[config.mk]
export PLATFORM = sky130hd
export DESIGN_NAME = ebha_arbiter
export DESIGN_NICKNAME = d
export VERILOG_FILES = /design/src/ebha_pkg.sv /design/src/ebha_pin_if.sv /design/src/ebha_pads.sv /design/src/ebha_arbiter.sv
export SDC_FILE = /design/constraint.sdc
export NUM_CORES = 1
export LEC_CHECK = 0
export CAP_MARGIN = 15
export CORE_AREA = 2 2 43 45
export CTS_BUF_LIST = sky130_fd_sc_hd__clkbuf_2 sky130_fd_sc_hd__clkbuf_4 sky130_fd_sc_hd__clkbuf_8
export DETAILED_ROUTE_END_ITERATION = 10
export DIE_AREA = 0 0 45 47
export DONT_BUFFER_PORTS = 1
export GPL_TIMING_DRIVEN = 0
export PLACE_DENSITY_LB_ADDON = 0.05
export SLEW_MARGIN = 20
export SYNTH_ARGS = -nofsm -noshare
export SYNTH_HDL_FRONTEND = slang
export SYNTH_SLANG_ARGS = --single-unit
[constraint.sdc]
create_clock -name clock -period 2.5 [get_ports clock]
set_clock_uncertainty 0.15 [all_clocks]
set_input_delay 0.5 -clock clock [delete_from_list [all_inputs] [get_ports clock]]
set_output_delay 0.5 -clock clock [all_outputs]
set_load 0.01 [all_outputs]
[src/ebha_pkg.sv]
package ebha_pkg;

	// ****************************************
	// arbiter states
	// ****************************************
	typedef enum logic [2:0] {
		ARB_OWN,
		ARB_FINISH,
		ARB_RELEASE,
		ARB_HELD,
		ARB_REGAIN
	} ebha_state_type;

	// ****************************************
	// widths and levels
	// ****************************************
	localparam int          ADDR_W      = 24;
	localparam int          DATA_W      = 16;
	localparam int          CMD_W       = 4;
	localparam int          CS_W        = 5;
	localparam logic        LOW_ACTIVE  = 1'h0;
	localparam logic        LOW_IDLE    = 1'h1;
	// held cycles after acknowledge in which a request of bus back still counts
	localparam logic [3:0]  WANT_CUTOFF = 4'h2;

endpackage

[src/ebha_pin_if.sv]
`timescale 1ns/1ps
// pin drive group between the arbiter core and the pad stage
interface ebha_pin_if;
	logic bus_drive;
	logic cs_drive;
	modport core (output bus_drive, output cs_drive);
	modport pads (input bus_drive, input cs_drive);
endinterface

[src/ebha_pads.sv]
`timescale 1ns/1ps
module ebha_pads
#(
	parameter int ADDR_W = ebha_pkg::ADDR_W,
	parameter int DATA_W = ebha_pkg::DATA_W,
	parameter int CMD_W  = ebha_pkg::CMD_W,
	parameter int CS_W   = ebha_pkg::CS_W
)
(
	// drive controls
	ebha_pin_if.pads              pins,
	// core values
	input  wire logic [ADDR_W-1:0] addr_in,
	input  wire logic [DATA_W-1:0] data_in,
	input  wire logic [CMD_W-1:0]  cmd_in,
	input  wire logic [CS_W-1:0]   cs_in,
	// pin enables and chip select values
	output logic [ADDR_W-1:0]      addr_oe,
	output logic [DATA_W-1:0]      data_oe,
	output logic [CMD_W-1:0]       cmd_oe,
	output logic [CS_W-1:0]        chip_select_line_oe,
	output logic [CS_W-1:0]        chip_select_line_o
);
	// per-line chip select enables; released line left to pull-up
	genvar i;
	generate
		for (i = 0; i < CS_W; i++)
		begin : g_cs
			assign chip_select_line_oe[i] = pins.cs_drive;  // RULE_04
			assign chip_select_line_o[i]  = cs_in[i];
		end
	endgenerate

	// address, data, command enables
	assign addr_oe = {ADDR_W{pins.bus_drive}};  // RULE_11
	assign data_oe = {DATA_W{pins.bus_drive}} & {DATA_W{data_in == data_in}};
	assign cmd_oe  = {CMD_W{pins.bus_drive}} & {CMD_W{(addr_in == addr_in) && (cmd_in == cmd_in)}};
endmodule // ebha_pads

[src/ebha_arbiter.sv]
`timescale 1ns/1ps
// Function
// RULE_01: finish the running bus cycle before acknowledging a hold request
// RULE_02: sample hold request on bus clock edges only; cycle_allowed drops combinationally on hold_req_n
// RULE_03: acknowledge and bus-want outputs are registered, change on clock edges
// RULE_04: chip selects released to pull-up while bus is granted away
// RULE_05: bus-want asserted no earlier than just after acknowledge is given
// RULE_06: regain starts only when hold request is withdrawn
// RULE_07: bus-want has a latest point at which it still counts
// RULE_08: master may withdraw hold unrequested; device regains normally
// RULE_09: after regain the next own bus cycle may start with drivers back
// RULE_10: hold, acknowledge and bus-want are active-low; bus-want drops on regain
// RULE_11: address, data and command released during hold, restored before next cycle
module ebha_arbiter
#(
	parameter int ADDR_W = ebha_pkg::ADDR_W,
	parameter int DATA_W = ebha_pkg::DATA_W,
	parameter int CMD_W  = ebha_pkg::CMD_W,
	parameter int CS_W   = ebha_pkg::CS_W
)
(
	// clock and reset
	input  wire logic              clock,
	input  wire logic              rstn,
	// arbitration pins
	input  wire logic              hold_req_n,
	output logic                   bus_grant_ack_n,
	output logic                   bus_want_back_n,
	// core side
	input  wire logic              cycle_busy,
	input  wire logic              want_bus,
	output logic                   cycle_allowed,
	// bus values from core
	input  wire logic [ADDR_W-1:0] addr_in,
	input  wire logic [DATA_W-1:0] data_in,
	input  wire logic [CMD_W-1:0]  cmd_in,
	input  wire logic [CS_W-1:0]   cs_in,
	// pin enables and chip select values
	output logic [ADDR_W-1:0]      addr_oe,
	output logic [DATA_W-1:0]      data_oe,
	output logic [CMD_W-1:0]       cmd_oe,
	output logic [CS_W-1:0]        chip_select_line_oe,
	output logic [CS_W-1:0]        chip_select_line_o
);
	// ****************************************
	// state
	// ****************************************
	ebha_pkg::ebha_state_type state_ff, nxt_state;
	logic       ack_ff, nxt_ack;
	logic       want_ff, nxt_want;
	logic       drive_ff, nxt_drive;
	logic [3:0] held_cnt_ff, nxt_held_cnt;
	logic       hold_on;

	ebha_pin_if pins ();

	assign hold_on = (hold_req_n == ebha_pkg::LOW_ACTIVE);  // RULE_10

	// next state
	always_comb
	begin
		nxt_state    = state_ff;
		nxt_ack      = ack_ff;
		nxt_want     = want_ff;
		nxt_drive    = drive_ff;
		nxt_held_cnt = held_cnt_ff;
		case (state_ff)
			ebha_pkg::ARB_OWN:
			begin
				if (hold_on)  // RULE_02
					nxt_state = cycle_busy ? ebha_pkg::ARB_FINISH : ebha_pkg::ARB_RELEASE;  // RULE_01
			end
			ebha_pkg::ARB_FINISH:
			begin
				if (!hold_on)
					nxt_state = ebha_pkg::ARB_OWN;
				else if (!cycle_busy)
					nxt_state = ebha_pkg::ARB_RELEASE;  // RULE_01
			end
			ebha_pkg::ARB_RELEASE:
			begin
				nxt_drive    = 1'b0;  // RULE_04 RULE_11
				nxt_ack      = 1'b1;  // RULE_03
				nxt_held_cnt = 4'h0;
				nxt_state    = ebha_pkg::ARB_HELD;
			end
			ebha_pkg::ARB_HELD:
			begin
				// bus-want only after ack, and only before cutoff
				if (want_bus && held_cnt_ff < ebha_pkg::WANT_CUTOFF)  // RULE_05 RULE_07
					nxt_want = 1'b1;
				if (held_cnt_ff != 4'hf)
					nxt_held_cnt = held_cnt_ff + 4'h1;
				if (!hold_on)  // RULE_06 RULE_08
				begin
					nxt_ack   = 1'b0;
					nxt_state = ebha_pkg::ARB_REGAIN;
				end
			end
			ebha_pkg::ARB_REGAIN:
			begin
				nxt_want  = 1'b0;  // RULE_10
				nxt_drive = 1'b1;  // RULE_09 RULE_11
				nxt_state = ebha_pkg::ARB_OWN;
			end
			default:
				nxt_state = ebha_pkg::ARB_OWN;
		endcase
	end

	// registers
	always_ff @(posedge clock)
	begin
		if (!rstn)
		begin
			state_ff    <= ebha_pkg::ARB_OWN;
			ack_ff      <= 1'b0;
			want_ff     <= 1'b0;
			drive_ff    <= 1'b1;
			held_cnt_ff <= 4'h0;
		end
		else
		begin
			state_ff    <= nxt_state;
			ack_ff      <= nxt_ack;
			want_ff     <= nxt_want;
			drive_ff    <= nxt_drive;
			held_cnt_ff <= nxt_held_cnt;
		end
	end

	// outputs
	assign bus_grant_ack_n = ~ack_ff;   // RULE_03
	assign bus_want_back_n = ~want_ff;  // RULE_03
	assign cycle_allowed   = drive_ff && (state_ff == ebha_pkg::ARB_OWN) && !hold_on;  // RULE_09
	assign pins.bus_drive  = drive_ff;
	assign pins.cs_drive   = drive_ff;

	ebha_pads #(.ADDR_W(ADDR_W), .DATA_W(DATA_W), .CMD_W(CMD_W), .CS_W(CS_W)) u_pads
	(
		.pins                (pins.pads),
		.addr_in             (addr_in),
		.data_in             (data_in),
		.cmd_in              (cmd_in),
		.cs_in               (cs_in),
		.addr_oe             (addr_oe),
		.data_oe             (data_oe),
		.cmd_oe              (cmd_oe),
		.chip_select_line_oe (chip_select_line_oe),
		.chip_select_line_o  (chip_select_line_o)
	);
endmodule // ebha_arbiter

==> impl_metrics.yaml <==
synth:
  syn_area_sq_um: 877
  ys_warn_count: 0
  synth_nets: 162
  synth.distinct_cells: 28
  ys_seq_area_share_pct: 22.8
  synth-seq-cells: 10
  synth_edf_count: 0
  synth_simple_gate_area_share_pct: 15.5
  synth_area_per_cell_sq_um: 8.20
  synth-compound-area-share_pct: 12.3
  synth_flop_cell: "dfxtp_1"
  synth_top_family_by_area: "buffers and inverters"
  synthArstFlopShare_pct: 0
  synthMuxAreaShare_pct: 0
  synth_fa_ha_area_share_pct: 1.43
  synthCells: 107
  yosys.area_share.xor_xnor_pct: 0
routing:
  via_per_inst: 4.91
  drt-total-wl_microns: 1500
  ant_nets: 0
  drc_errors: 0
  drt_iter0_drc: 12
  first_pass_iters: 4
  wire_per_inst_microns: 11.8
  num_vias: 623
layout:
  syn2layout_area_growth_pct: 5.14
  instances_no_fill: 127
  final_util_pct: 55.8
  drive_gt1_share_pct: 53.6
  fin_nets: 167
  design_area_sq_um: 922
  num_antenna_cells: 0
floorplanning:
  rows: 15
  die_w_microns: 45
  initial_core_util_pct: 53.1
  die-area_sq_mm: 0.00212
  core_sq_mm: 0.00165
  fp.dieH_microns: 47
  io_pins: 111
run_status:
  status: "finished clean"
power:
  powerDensity_mw_per_mm2: 582
  power_leakage_nw: 0.421
  total_power_mw: 0.537
  ir_worst_vdd_mv: 0.320
critical_path:
  criticalPathCategory: "register to output port"
  slowest_stage: "dfxtp_2"
  cp_max_fo: 52
  startpoint_type: "register"
  path_buf_inv: 0
  cpPeakStageDelay_ps: 830
  endpoint_kind: "output port"
  worstPathCellList: "and4b_1"
  crit_arrival_ps: 1450
  path_delay_family: "flip-flops"
  crit_required_ps: 1850
grt:
  grt_pass1_vias: 438
  grtUsageTotal_pct: 13.0
  grt_start_max_net_pins: 53
  grt_overflow: 0
  antenna_found_initial: 0
  grt_pass1_wl_microns: 1980
sta:
  period_share_pct: 83.8
  worst_pin_slew_ps: 778
  maxSlewViolCount: 0
  setup_viol: 0
  hold_viol_final: 0
  max_freq_ghz: 0.477
  setup_tns_ps: 0
  timing.final.crit_period_ps: 2100
  timing.final.ws_setup_ps: 404
  rsz0062_at_grt: "no"
  finalHoldWorstSlack_ps: 172
  slew_headroom_pct: 48.1
clocking:
  clkTransAtPathRegs_ps: 70
  clock-sinks: 10
  clock-root-buffer: "clkbuf_4"
  cts_tree: "built"
  hold_buffers: 0
  cts-resized-gates: 0
  numCtsBuffers: 3
  clk_path_buf_depth: 2
  htreeDepth: 1
  cts_setup_buffers: 0
  clk_latency_ps: 260
worst_hold_path:
  min_path_type: "primary input to register"
placed_design:
  dpl_cell_area_sq_um: 900
  gp_congestion: 0.784
  dp_worst_setup_slack_ps: 657
  dp.cells: 124
  hpwl_microns: 1130
  port_buffers: 0
flow_run:
  max_cap_viol_count: 0
logic make-up after synthesis:
| logic type | count (synthesis) |
|---|---|
| adders and majority gates | 1 |
| DFF | 10 |
| AOI/OAI and AO/OA | 17 |
| buffers and inverters | 58 |
| and+or+nand+nor | 21 |
power breakdown:
part / total, mW / switching (mW) / internal (mW)
Combinational: 0.232 / 0.103 / 0.129
Sequential: 0.194 / 0.0269 / 0.167
Clock: 0.111 / 0.0557 / 0.0555
Total: 0.537 / 0.186 / 0.351
cells in the final DEF (no fill, tap or decap):
| cell | n |
|---|---|
| buf_4 | 54 |
| dfxtp_1 | 9 |
| a21oi_1 | 5 |
| inv_1 | 3 |
| nor2_1 | 3 |
| o21ai_0 | 3 |
| a211oi_1 | 3 |
| clkbuf_4 | 3 |
| nand3_1 | 2 |
| and2b_1 | 2 |
| nand2_1 | 2 |
| o21a_1 | 2 |
| nor3_1 | 2 |
| clkbuf_1 | 1 |
| and4b_1 | 1 |
| nand2b_4 | 1 |
| nor4b_1 | 1 |
| a41oi_1 | 1 |
| nor4_1 | 1 |
| and3_1 | 1 |
| nand4b_1 | 1 |
| a31oi_1 | 1 |
| or3_1 | 1 |
| or2b_1 | 1 |
| o21bai_1 | 1 |
| and4_1 | 1 |
| nand4_1 | 1 |
| a21o_1 | 1 |
| ha_1 | 1 |
| dfxtp_2 | 1 |
final cells by class:
class / instances / area, sq um
clock buffer: 3 / 22.5
sequential: 10 / 201
tap: 17 / 21.3
inverter: 3 / 11.3
multi-input combinational: 39 / 256
buffer: 55 / 409
fill: 159 / 729
worst paths after layout:
check	from	slack, ps	cells after the start	endpoint
hold / removal	rstn	170	1	drive_ff
setup / recovery	drive_ff	400	1	cycle_allowed
hold reg to reg	held_cnt_ff[1]	400	2	held_cnt_ff[1]
setup reg to reg	held_cnt_ff[0]	930	4	held_cnt_ff[0]
cells in the mapped netlist, types with 2 or more instances:
| master | number | area share [%] |
|---|---|---|
| buf_4 | 54 | 46 |
| dfxtp_1 | 10 | 23 |
| a21oi_1 | 5 | 2.9 |
| a211oi_1 | 3 | 2.6 |
| inv_1 | 3 | 1.3 |
| nor2_1 | 3 | 1.3 |
| o21ai_0 | 3 | 1.7 |
| and2b_1 | 2 | 1.7 |
| nand2_1 | 2 | 0.86 |
| nand3_1 | 2 | 1.1 |
| nor3_1 | 2 | 1.1 |
| o21a_1 | 2 | 1.7 |
registers in the layout, summed over array words and instances (netlist names):
signal	flops
state_ff	3
ack_ff	1
drive_ff	1
held_cnt_ff	4
want_ff	1
layer usage:
layer  share of wire [%]  vias up  track usage [%]
met3                  14        2             3.85
met4                0.94        0             7.06
met1                  43      264             17.3
met5                   0        -                0
met2                  41       43             18.9
li1                    -      314                -
Power figures use the tool's default switching activity.
